**config.mk**
```make
export PLATFORM = sky130hd
export DESIGN_NAME = operand_address_generator
export DESIGN_NICKNAME = d
export VERILOG_FILES = /design/src/operand_address_pkg.sv /design/src/operand_address_generator.sv
export SDC_FILE = /design/constraint.sdc
export NUM_CORES = 1
export LEC_CHECK = 0
export BUFFER_PORTS_ARGS = -buffer_cell sky130_fd_sc_hd__buf_2
export CAP_MARGIN = 40
export CORE_ASPECT_RATIO = 1.1
export CORE_UTILIZATION = 43
export DETAILED_ROUTE_END_ITERATION = 10
export GPL_ROUTABILITY_DRIVEN = 0
export SLEW_MARGIN = 20
export SYNTH_ARGS = -nofsm -noshare
export SYNTH_HDL_FRONTEND = slang
export SYNTH_SLANG_ARGS = --single-unit
```
**constraint.sdc**
```tcl
create_clock -name clock -period 6.95 [get_ports clock]
set_clock_uncertainty 0.2 [all_clocks]
set_input_delay 0.3475 -clock clock [delete_from_list [all_inputs] [get_ports clock]]
set_output_delay 0.3475 -clock clock [all_outputs]
set_load 0.1 [all_outputs]
```
**src/operand_address_pkg.sv**
```systemverilog
// package: constants and types for the operand address generator
package operand_address_pkg;
  localparam int ADDR_W = 15;
  localparam int WORD_W = 16;
  localparam int BYTE_W = 8;
  localparam int INDEX_FLAG_BIT = 15;
  localparam int IND_FLAG_BYTE_BIT = 7;
  localparam int SIGN_BIT = 7;
  localparam int VARLEN_BIT = 3;
  localparam int MODE_LSB = 0;
  localparam int OPCODE_LSB = 3;
  // opcode of jump and return jump (upper five bits)
  localparam logic [4:0] OP_JUMP = 5'h0C;
  localparam logic [4:0] OP_RJUMP = 5'h0D;
  localparam logic [2:0] M_DIRECT = 3'h0;
  localparam logic [2:0] M_REL = 3'h1;
  localparam logic [2:0] M_IND0 = 3'h2;
  localparam logic [2:0] M_INDREL = 3'h3;
  localparam logic [2:0] M_INDEXED = 3'h4;
  localparam logic [2:0] M_BIAS = 3'h5;
  localparam logic [2:0] M_EXT = 3'h6;
  localparam logic [2:0] M_LIT = 3'h7;
  // reset values
  localparam logic [WORD_W-1:0] WORD_RESET = 16'h0000;
  localparam logic [ADDR_W-1:0] PC_RESET = 15'h0000;
  localparam logic [1:0] WLEN_RESET = 2'h0;
  localparam logic [ADDR_W-1:0] ADDR_ONE = 15'h0001;

  typedef enum logic [6:0] {
    ST_IDLE = 7'h01,
    ST_BYTE2 = 7'h02,
    ST_BYTE3 = 7'h04,
    ST_PTR_HI = 7'h08,
    ST_PTR_LO = 7'h10,
    ST_LIT = 7'h20,
    ST_DONE = 7'h40
  } phase_e;

  // register load/operation command from the execute side
  typedef struct packed {
    logic load_main;
    logic load_aux;
    logic load_index;
    logic inc_index;
    logic load_pc;
    logic load_wlen;
    logic set_ovf;
    logic clr_ovf;
    logic [WORD_W-1:0] value;
  } reg_cmd_s;

  typedef struct packed {
    logic [WORD_W-1:0] main_accumulator;
    logic [WORD_W-1:0] auxiliary_accumulator;
    logic [WORD_W-1:0] index_register;
    logic [ADDR_W-1:0] program_counter;
    logic [1:0] word_length_selector;
    logic overflow_flag;
  } prog_regs_s;

  typedef struct packed {
    logic [BYTE_W-1:0] condition_flags;
    logic [BYTE_W-1:0] instruction;
    logic [WORD_W-1:0] operand_address;
  } work_regs_s;
endpackage

```
**src/operand_address_generator.sv**
```systemverilog
// operand address generator with programmer-visible register set
`timescale 1ns/10ps
`default_nettype none
module operand_address_generator (
  input wire logic clock,
  input wire logic reset,
  input wire logic start,
  input wire logic [operand_address_pkg::BYTE_W-1:0] opcode,
  input wire logic byte_valid,
  input wire logic [operand_address_pkg::BYTE_W-1:0] mem_byte,
  input wire operand_address_pkg::reg_cmd_s reg_cmd,
  input wire logic arith_overflow,
  input wire logic compare_event,
  input wire logic jump_tests_ovf,
  output logic [operand_address_pkg::ADDR_W-1:0] fetch_address,
  output logic fetch_request,
  output logic busy,
  output logic done,
  output logic [operand_address_pkg::WORD_W-1:0] operand_address,
  output logic [2:0] operand_bytes,
  output logic variable_length,
  output logic type_select,
  output logic index_equals_main,
  output var operand_address_pkg::prog_regs_s prog_regs
);
  import operand_address_pkg::*;

  typedef struct packed {
    phase_e phase;
    prog_regs_s regs;
    work_regs_s work;
    logic [BYTE_W-1:0] hold_byte;
    logic [ADDR_W-1:0] fetch_ptr;
    logic [2:0] lit_left;
    logic second_level;
    logic done;
  } state_s;

  state_s cur, next_cur;

  // add index when the address word flag is set, wrap to 15 bits
  function automatic logic [ADDR_W-1:0] resolve(input logic [WORD_W-1:0] word,
                                                input logic [WORD_W-1:0] idx);
    logic [WORD_W-1:0] sum;
    sum = word[INDEX_FLAG_BIT] ? (word + idx) : word;
    return sum[ADDR_W-1:0];
  endfunction

  // sign-extended byte plus program counter, wrapped
  function automatic logic [ADDR_W-1:0] rel(input logic [BYTE_W-1:0] y,
                                            input logic [ADDR_W-1:0] pc);
    logic [ADDR_W-1:0] ext;
    ext = {{(ADDR_W-BYTE_W){y[SIGN_BIT]}}, y};
    return ADDR_W'(ext + pc);
  endfunction

  // operand byte count: selector value plus one, or fixed two
  function automatic logic [2:0] byte_count(input logic varlen, input logic [1:0] wl);
    return varlen ? (3'({1'b0, wl}) + 3'h1) : 3'h2;
  endfunction

  logic [4:0] op_field;
  logic [2:0] mode;
  logic is_jump;
  assign op_field = cur.work.instruction[BYTE_W-1:OPCODE_LSB];
  assign mode = cur.work.instruction[OPCODE_LSB-1:MODE_LSB];
  assign is_jump = (op_field == OP_JUMP) || (op_field == OP_RJUMP);

  // next-state computation
  always_comb begin
    next_cur = cur;
    next_cur.done = 1'b0;
    // register commands from the execute side
    if (reg_cmd.load_main) begin
      next_cur.regs.main_accumulator = reg_cmd.value;
    end
    if (reg_cmd.load_aux) begin
      next_cur.regs.auxiliary_accumulator = reg_cmd.value;
    end
    if (reg_cmd.load_index) begin
      next_cur.regs.index_register = reg_cmd.value;
    end else if (reg_cmd.inc_index) begin
      next_cur.regs.index_register = cur.regs.index_register + 16'h0001;
    end
    if (reg_cmd.load_pc) begin
      next_cur.regs.program_counter = reg_cmd.value[ADDR_W-1:0];
    end
    if (reg_cmd.load_wlen) begin
      next_cur.regs.word_length_selector = reg_cmd.value[1:0];
    end
    // set wins over clear when both arrive together
    if (arith_overflow || compare_event || reg_cmd.set_ovf) begin
      next_cur.regs.overflow_flag = 1'b1;
    end else if (reg_cmd.clr_ovf || jump_tests_ovf) begin
      next_cur.regs.overflow_flag = 1'b0;
    end
    case (cur.phase)
      ST_IDLE: begin
        if (start) begin
          next_cur.work.instruction = opcode;
          next_cur.second_level = 1'b0;
          next_cur.fetch_ptr = cur.regs.program_counter;
          case (opcode[OPCODE_LSB-1:MODE_LSB])
            M_INDEXED: begin
              next_cur.work.operand_address = {1'b0, cur.regs.index_register[ADDR_W-1:0]};
              next_cur.phase = ST_DONE;
            end
            M_LIT: begin
              if ((opcode[BYTE_W-1:OPCODE_LSB] == OP_JUMP) || (opcode[BYTE_W-1:OPCODE_LSB] == OP_RJUMP)) begin
                next_cur.phase = ST_BYTE2;
              end else begin
                next_cur.work.operand_address = {1'b0, cur.regs.program_counter};
                next_cur.lit_left = byte_count(opcode[VARLEN_BIT], cur.regs.word_length_selector);
                next_cur.phase = ST_LIT;
              end
            end
            default: begin
              next_cur.phase = ST_BYTE2;
            end
          endcase
        end
      end
      ST_BYTE2: begin
        if (byte_valid) begin
          // counter moves past each instruction byte taken
          next_cur.regs.program_counter = ADDR_W'(cur.regs.program_counter + ADDR_ONE);
          next_cur.hold_byte = mem_byte;
          case (mode)
            M_DIRECT: begin
              next_cur.work.operand_address = {8'h00, mem_byte};
              next_cur.phase = ST_DONE;
            end
            M_REL: begin
              next_cur.work.operand_address =
                {1'b0, rel(mem_byte, ADDR_W'(cur.regs.program_counter + ADDR_ONE))};
              next_cur.phase = ST_DONE;
            end
            M_IND0: begin
              next_cur.fetch_ptr = {7'h00, mem_byte};
              next_cur.phase = ST_PTR_HI;
            end
            M_INDREL: begin
              next_cur.fetch_ptr = rel(mem_byte, ADDR_W'(cur.regs.program_counter + ADDR_ONE));
              next_cur.phase = ST_PTR_HI;
            end
            M_BIAS: begin
              next_cur.work.operand_address =
                {1'b0, ADDR_W'(cur.regs.index_register + {8'h00, mem_byte})};
              next_cur.phase = ST_DONE;
            end
            default: begin
              next_cur.phase = ST_BYTE3; // modes 6 and jump 7
            end
          endcase
        end
      end
      ST_BYTE3: begin
        if (byte_valid) begin
          next_cur.regs.program_counter = ADDR_W'(cur.regs.program_counter + ADDR_ONE);
          if (mode == M_EXT) begin
            next_cur.work.operand_address =
              {1'b0, resolve({cur.hold_byte, mem_byte}, cur.regs.index_register)};
            next_cur.phase = ST_DONE;
          end else begin
            next_cur.fetch_ptr = resolve({cur.hold_byte, mem_byte}, cur.regs.index_register);
            next_cur.second_level = 1'b1;
            next_cur.phase = ST_PTR_HI;
          end
        end
      end
      ST_PTR_HI: begin
        if (byte_valid) begin
          next_cur.hold_byte = mem_byte; // first byte carries the index flag in bit 7
          next_cur.fetch_ptr = ADDR_W'(cur.fetch_ptr + ADDR_ONE);
          next_cur.phase = ST_PTR_LO;
        end
      end
      ST_PTR_LO: begin
        if (byte_valid) begin
          next_cur.work.operand_address =
            {1'b0, resolve({cur.hold_byte, mem_byte}, cur.regs.index_register)};
          next_cur.phase = ST_DONE;
        end
      end
      ST_LIT: begin
        // literal bytes are consumed by the execute side; count them off here
        if (byte_valid) begin
          next_cur.regs.program_counter = ADDR_W'(cur.regs.program_counter + ADDR_ONE);
          next_cur.lit_left = cur.lit_left - 3'h1;
          if (cur.lit_left == 3'h1) begin
            next_cur.phase = ST_DONE;
          end
        end
      end
      ST_DONE: begin
        next_cur.done = 1'b1;
        next_cur.phase = ST_IDLE;
      end
      default: begin
        next_cur.phase = ST_IDLE;
      end
    endcase
  end

  // one register stage for the whole state
  always_ff @(posedge clock or posedge reset) begin
    if (reset) begin
      cur.phase <= ST_IDLE;
      cur.regs <= '{WORD_RESET, WORD_RESET, WORD_RESET, PC_RESET, WLEN_RESET, 1'b0};
      cur.work <= '0;
      cur.hold_byte <= '0;
      cur.fetch_ptr <= PC_RESET;
      cur.lit_left <= 3'h0;
      cur.second_level <= 1'b0;
      cur.done <= 1'b0;
    end else begin
      cur <= next_cur;
    end
  end

  // fetch address points at the instruction stream or at the indirect word
  assign fetch_request = (cur.phase == ST_BYTE2) || (cur.phase == ST_BYTE3) ||
                         (cur.phase == ST_PTR_HI) || (cur.phase == ST_PTR_LO) || (cur.phase == ST_LIT);
  assign fetch_address = ((cur.phase == ST_PTR_HI) || (cur.phase == ST_PTR_LO)) ?
                         cur.fetch_ptr : cur.regs.program_counter;
  assign busy = (cur.phase != ST_IDLE);
  assign done = cur.done;
  assign operand_address = cur.work.operand_address;
  assign variable_length = cur.work.instruction[VARLEN_BIT];
  assign type_select = cur.work.instruction[VARLEN_BIT];
  assign operand_bytes = byte_count(cur.work.instruction[VARLEN_BIT], cur.regs.word_length_selector);
  assign index_equals_main = (cur.regs.index_register == cur.regs.main_accumulator);
  assign prog_regs = cur.regs;

  // assertions
  direct_mode_a: assert property (@(posedge clock) disable iff (reset)
    (cur.phase == ST_BYTE2 && byte_valid && mode == M_DIRECT) |=> (operand_address == {8'h00, $past(mem_byte)}))
    else $error("direct page address wrong");
  indexed_mode_a: assert property (@(posedge clock) disable iff (reset)
    (cur.phase == ST_IDLE && start && opcode[2:0] == M_INDEXED && !reg_cmd.load_index && !reg_cmd.inc_index)
      |=> (operand_address == {1'b0, prog_regs.index_register[ADDR_W-1:0]}) ##1 done)
    else $error("indexed mode address wrong");
  ovf_set_a: assert property (@(posedge clock) disable iff (reset)
    (arith_overflow || compare_event) |=> prog_regs.overflow_flag)
    else $error("overflow not set");
  ovf_clr_a: assert property (@(posedge clock) disable iff (reset)
    (jump_tests_ovf && !arith_overflow && !compare_event && !reg_cmd.set_ovf) |=> !prog_regs.overflow_flag)
    else $error("overflow not cleared");
  wlen_hold_a: assert property (@(posedge clock) disable iff (reset)
    !reg_cmd.load_wlen |=> $stable(prog_regs.word_length_selector))
    else $error("word length changed without control");
  addr_wrap_a: assert property (@(posedge clock) disable iff (reset)
    operand_address[INDEX_FLAG_BIT] == 1'b0)
    else $error("operand address exceeds 15 bits");
  done_pulse_a: assert property (@(posedge clock) disable iff (reset)
    done |=> !done)
    else $error("done longer than one cycle");
  bias_mode_a: assert property (@(posedge clock) disable iff (reset)
    (cur.phase == ST_BYTE2 && byte_valid && mode == M_BIAS && !reg_cmd.load_index && !reg_cmd.inc_index)
      |=> (operand_address[14:0] == 15'($past(prog_regs.index_register) + $past(mem_byte))))
    else $error("bias mode address wrong");

  // check-side copies of an address word and of a relative pointer, worked out apart
  // from the functions above so that the properties below do not grade themselves
  logic [WORD_W-1:0] byte_pair;
  logic [ADDR_W-1:0] pair_target;
  logic [ADDR_W-1:0] sign_byte;
  logic [ADDR_W-1:0] rel_target;
  assign byte_pair = {cur.hold_byte, mem_byte};
  assign pair_target = byte_pair[INDEX_FLAG_BIT] ?
                       ADDR_W'(byte_pair + cur.regs.index_register) : byte_pair[ADDR_W-1:0];
  assign sign_byte = {{(ADDR_W-BYTE_W){mem_byte[SIGN_BIT]}}, mem_byte};
  assign rel_target = ADDR_W'(cur.regs.program_counter + ADDR_ONE + sign_byte);

  // relative operand: the byte is signed and counts from the location after it
  rel_mode_a: assert property (@(posedge clock) disable iff (reset)
    (cur.phase == ST_BYTE2 && byte_valid && mode == M_REL) |=> (operand_address == {1'b0, $past(rel_target)}))
    else $error("relative address wrong");

  // page zero pointer: the indirect word can only sit in the first 256 locations
  ind0_ptr_a: assert property (@(posedge clock) disable iff (reset)
    (cur.phase == ST_BYTE2 && byte_valid && mode == M_IND0)
      |=> (fetch_request && fetch_address == {7'h00, $past(mem_byte)}))
    else $error("page zero pointer wrong");

  // relative pointer to the indirect word
  indrel_ptr_a: assert property (@(posedge clock) disable iff (reset)
    (cur.phase == ST_BYTE3 - ST_BYTE3 + ST_BYTE2 && byte_valid && mode == M_INDREL)
      |=> (fetch_request && fetch_address == $past(rel_target)))
    else $error("relative pointer wrong");

  // the low byte of an address word sits one location above its high byte
  ptr_step_a: assert property (@(posedge clock) disable iff (reset)
    (cur.phase == ST_PTR_HI && byte_valid) |=> (fetch_address == ADDR_W'($past(fetch_address) + ADDR_ONE)))
    else $error("indirect word bytes out of order");

  // extended address word from the instruction stream, indexed when flagged
  ext_mode_a: assert property (@(posedge clock) disable iff (reset)
    (cur.phase == ST_BYTE3 && byte_valid && mode == M_EXT) |=> (operand_address == {1'b0, $past(pair_target)}))
    else $error("extended address wrong");

  // an indirect word ends every indirect mode; done follows one cycle later
  ind_word_a: assert property (@(posedge clock) disable iff (reset)
    (cur.phase == ST_PTR_LO && byte_valid) |=> (operand_address == {1'b0, $past(pair_target)}) ##1 done)
    else $error("indirect address wrong");

  // a jump goes one level deeper: the extended word only points at the target word
  jump_ptr_a: assert property (@(posedge clock) disable iff (reset)
    (cur.phase == ST_BYTE3 && byte_valid && mode != M_EXT)
      |=> (cur.second_level && is_jump && fetch_address == $past(pair_target)))
    else $error("jump pointer wrong");

  // literal data sits at the counter, so the counter itself is the operand address
  lit_addr_a: assert property (@(posedge clock) disable iff (reset)
    (cur.phase == ST_IDLE && start && opcode[OPCODE_LSB-1:MODE_LSB] == M_LIT
      && opcode[BYTE_W-1:OPCODE_LSB] != OP_JUMP && opcode[BYTE_W-1:OPCODE_LSB] != OP_RJUMP)
      |=> (operand_address == {1'b0, $past(prog_regs.program_counter)}))
    else $error("literal address wrong");

  // every instruction or literal byte taken moves the counter on by one
  pc_step_a: assert property (@(posedge clock) disable iff (reset)
    (fetch_request && byte_valid && cur.phase != ST_PTR_HI && cur.phase != ST_PTR_LO && !reg_cmd.load_pc)
      |=> (prog_regs.program_counter == ADDR_W'($past(prog_regs.program_counter) + ADDR_ONE)))
    else $error("program counter step wrong");

  // indirect words are not part of the instruction, so they leave the counter alone
  pc_ptr_hold_a: assert property (@(posedge clock) disable iff (reset)
    ((cur.phase == ST_PTR_HI || cur.phase == ST_PTR_LO) && !reg_cmd.load_pc) |=> $stable(prog_regs.program_counter))
    else $error("program counter moved on indirect word");

  // increment of the index register wraps at 16 bits
  inc_index_a: assert property (@(posedge clock) disable iff (reset)
    (reg_cmd.inc_index && !reg_cmd.load_index) |=> (prog_regs.index_register == $past(prog_regs.index_register) + 16'h0001))
    else $error("index increment wrong");

  // main accumulator load
  load_main_a: assert property (@(posedge clock) disable iff (reset)
    reg_cmd.load_main |=> (prog_regs.main_accumulator == $past(reg_cmd.value)))
    else $error("main accumulator load wrong");

  // word length load by the control instruction
  wlen_load_a: assert property (@(posedge clock) disable iff (reset)
    reg_cmd.load_wlen |=> (prog_regs.word_length_selector == $past(reg_cmd.value[1:0])))
    else $error("word length load wrong");

  // a start while busy must not disturb the instruction being worked on
  start_refused_a: assert property (@(posedge clock) disable iff (reset)
    (busy && start) |=> $stable(cur.work.instruction))
    else $error("start accepted while busy");

  // variable length: one to four bytes from the selector
  varlen_count_a: assert property (@(posedge clock) disable iff (reset)
    variable_length |-> (operand_bytes == {1'b0, prog_regs.word_length_selector} + 3'h1))
    else $error("variable byte count wrong");

  // fixed length instructions always move a word
  fixed_count_a: assert property (@(posedge clock) disable iff (reset)
    !variable_length |-> (operand_bytes == 3'h2))
    else $error("fixed byte count wrong");
endmodule
`default_nettype wire

```
==> impl_metrics.py <==
metrics = {
    "worst_setup_path": {
        "rr_worst_depth": 13,
        "crit_arrival_ns": 3.90,
        "timing.critical_path.from_type": "flop",
        "timing.critical_path.slowest_cell_delay_ns": 0.48,
        "startpoint_of_the_lowest_slack_register_to_register_path": "prog_regs[3]",
        "required_arrival_time_at_the_worst_endpoint_ns": 7.05,
        "timing.critical_path.cells": "ha_1 > nand3_1 > nor2_1 > and3_1 > xor2_1 > ha_1 > and3_1 > a221oi_1 > o21ai_0 > o31ai_1 > xnor2_1 > nor2_1 > o32a_1",
        "critical-path-top-delay-family": "compound AO/OA/AOI/OAI gates",
        "worstSetupEndpointType": "flop",
        "critical_path.reg2reg.endpoint": "operand_address[14]",
        "timing_worst_setup_path_type": "flop to flop",
        "slowest_cell_on_crit_path": "dfrtp_1",
        "critical_path_buf_inv_count": 0,
        "reg2reg_slack_ns": 3.15,
        "path_max_fanout": 9,
    },
    "clocking": {
        "clock_tree.root_cell": "clkbuf_16",
        "worst_setup_hold_path_clk_slew_ns": 0.06,
        "clock_path_buffers": 2,
        "tritoncts": "yes",
        "worst_skew_pair.late_latency_ns": 0.42,
        "cts_setup_buffers": 0,
        "tritoncts.num_buffers": 17,
        "numClockSinks": 119,
        "cts-resized-gates": 0,
        "cts_max_level": 4,
    },
    "grt": {
        "grt_pass1_vias": 7739,
        "groute.usage.overall": 0.272,
        "initial_antenna_violation_count": 1,
        "grt_start_max_net_pins": 45,
        "grt.overflow.total": 0,
        "grt_first_pass_wirelength_mm": 45.1,
    },
    "synth": {
        "yosys_warnings": 0,
        "synth.top_cell.area_share": 0.321,
        "synth_seq_cells": 119,
        "cell_taking_the_most_area_after_synthesis": "dfrtp_1",
        "synth_area_mm2": 0.00921,
        "synthesis.instances": 1013,
        "ys_types": 75,
        "postSynth.asyncResetShare": 1.00,
        "synth_fp_nets": 1097,
        "yosys-top-cells-area": "dfrtp_1, mux2_2, buf_4, mux2i_1, xnor2_1",
        "syn_avg_cell_area_um2": 9.09,
        "synth_flop_cell": "dfrtp_1",
        "synth_edf_count": 0,
        "synth_seq_area_share": 0.324,
    },
    "worst_hold_path": {
        "whs_endpoint": "cur[44]",
        "min-delay-path-class": "primary input to flop",
        "worstHoldStart": "opcode[0]",
        "worstHoldPathCells": 2,
    },
    "sta": {
        "final_min_period_over_clock_period": 0.546,
        "final_hold_violations": 0,
        "timing.final.crit_period_ns": 3.80,
        "timing.fmax_mhz": 263,
        "drv_slew": 0,
        "slew_headroom": 0.419,
        "totalNegativeSetupSlack_ns": 0,
        "grt_setup_unrepaired": "false",
        "setup_viol_count_final": 0,
        "max_slew.worst_pin.slew_ns": 0.871,
        "final.hold.worst_slack_ns": 0.0115,
    },
    "layout": {
        "nets": 1154,
        "area_growth_pct": 12.1,
        "layout.cells.most_common_list": "buf_2, dfrtp_1, nor2_1, nand2_1, mux2_2",
        "final_common_cell": "buf_2",
        "post_layout_nonfiller_instances": 1369,
        "layout-drive-gt1-share": 0.261,
    },
    "pwr": {
        "clock_power_frac": 0.177,
        "comb_power_share": 0.588,
        "sw_frac": 0.557,
        "worst_ir_drop_vdd_v": 0.000215,
        "p_int_mw": 2.35,
        "seqPwrFrac": 0.234,
        "p_switching_mw": 2.96,
        "power-per-cell-area_mw_per_mm2": 514,
        "power.leakage_nw": 4.54,
    },
    "die": {
        "fp.dieArea_mm2": 0.0220,
        "core_region_area_mm2": 0.0208,
        "floorplan.die.height_um": 155,
        "std_cell_rows": 55,
        "chipWidth_um": 142,
        "initial_core_util": 0.443,
        "boundaryPins": 153,
    },
    "placement": {
        "place.port_buffers": 151,
        "numPlacedInstances": 1325,
        "dp.final_hpwl_mm": 21.9,
    },
    "routing": {
        "drt_first_iter_violations": 590,
        "drtAntennaViolNets": 0,
        "finalWirelength_mm": 29.1,
        "vias": 8005,
        "vias_per_cell": 5.85,
        "drt_pre_antenna_iters": 5,
        "average_wire_per_standard_cell_um": 21.3,
        "drcViolationCount": 0,
    },
    "run_status": {
        "status": "completed",
    },
    "flow_run": {
        "drv.max_cap_violation_count": 0,
    },
}
## worst max path at each step
stage                 start             endpoint  slack (ns)  cells after the start
4_1_cts        prog_regs[3]  operand_address[14]        3.17                     13
5_1_grt        prog_regs[3]  operand_address[14]        2.83                     13
2_1_floorplan      cur[129]     fetch_address[8]        2.52                      6
3_5_place_dp   prog_regs[3]  operand_address[14]        3.19                     13
6_report       prog_regs[3]  operand_address[14]        3.15                     13
3_3_place_gp   prog_regs[3]  operand_address[14]        3.25                     13
## metal layers
layer  global-route usage  wire [um]  up-vias
li1                     -          -     3702
met1                0.340      12000     3884
met4                0.134       1360        0
met3               0.0492       1850       80
met2                0.452      13900      339
met5                    0          0        -
## power by group through the flow
stage	clock, mW	sequential, mW	combinational [mW]
floorplan	0	1.11	2.73
global placement	0	1.26	3.05
detailed placement	0	1.25	3.10
CTS	0.953	1.24	3.11
global route	0.983	1.28	3.32
finish	0.942	1.24	3.12
## final cells by class
type                       instances  area, um^2
sequential                       119        2980
multi-input combinational        741        5340
tap                              285         357
inverter                          17        66.3
antenna                            1        2.50
clock inverter                    15         189
clock buffer                      17         425
fill                            1999       10500
timing repair buffer             174         966
## timing repair
item                                    4_1_cts  5_1_grt
hold endpoints to repair                     44        0
endpoints found under the setup margin        0        0
hold buffers                                  9        0
## worst reg2reg max path: cells and delay by family, from the launching register on
family / cells / cell delay [ns]
AO/OA/AOI/OAI: 4 / 1.19
XOR/XNOR: 2 / 0.41
adder cells (fa/ha/maj): 2 / 0.54
flip-flops: 1 / 0.48
AND/OR/NAND/NOR: 5 / 0.84
## stage by stage
step	cell area, um^2	total power [mW]	setup WS [ns]	util
after detailed placement	9600	4.35	3.19	0.462
after floorplan	9210	3.83	2.52	-
after global routing	10300	5.58	2.83	0.497
after global placement	9550	4.31	3.25	0.459
after CTS	10300	5.30	3.17	0.496
final	10300	5.31	3.15	0.497
## cells by family (layout without fill, tap and decap cells)
logic type               count (synthesis)  after routing  synth area share
other                                    1              2          0.000407
multiplexers                           114            114             0.133
flip-flops                             119            119             0.324
adder cells (fa/ha/maj)                 37             37            0.0519
AND/OR/NAND/NOR                        270            270             0.147
XOR/XNOR                                87             87            0.0827
buffers and inverters                  153            223            0.0985
AO/OA/AOI/OAI                          232            232             0.163
## flip-flops by register name (all words and copies together) (netlist names)
register	cells
prog_regs	66
cur	28
operand_address	15
byte_pair	8
done	1
type_select	1
## synthesized netlist by cell type, types with 16 or more instances
cell type    n
dfrtp_1    118
a21oi_1     55
mux2_2      64
and3_1      16
buf_4       85
xnor2_1     56
nand2_1     72
clkbuf_1    40
o21ai_0     56
ha_1        35
nand3_1     28
nor2_1      80
xor2_1      31
o22ai_1     21
mux2i_1     50
inv_1       17
No activity file was read; power rests on OpenSTA's default activity.
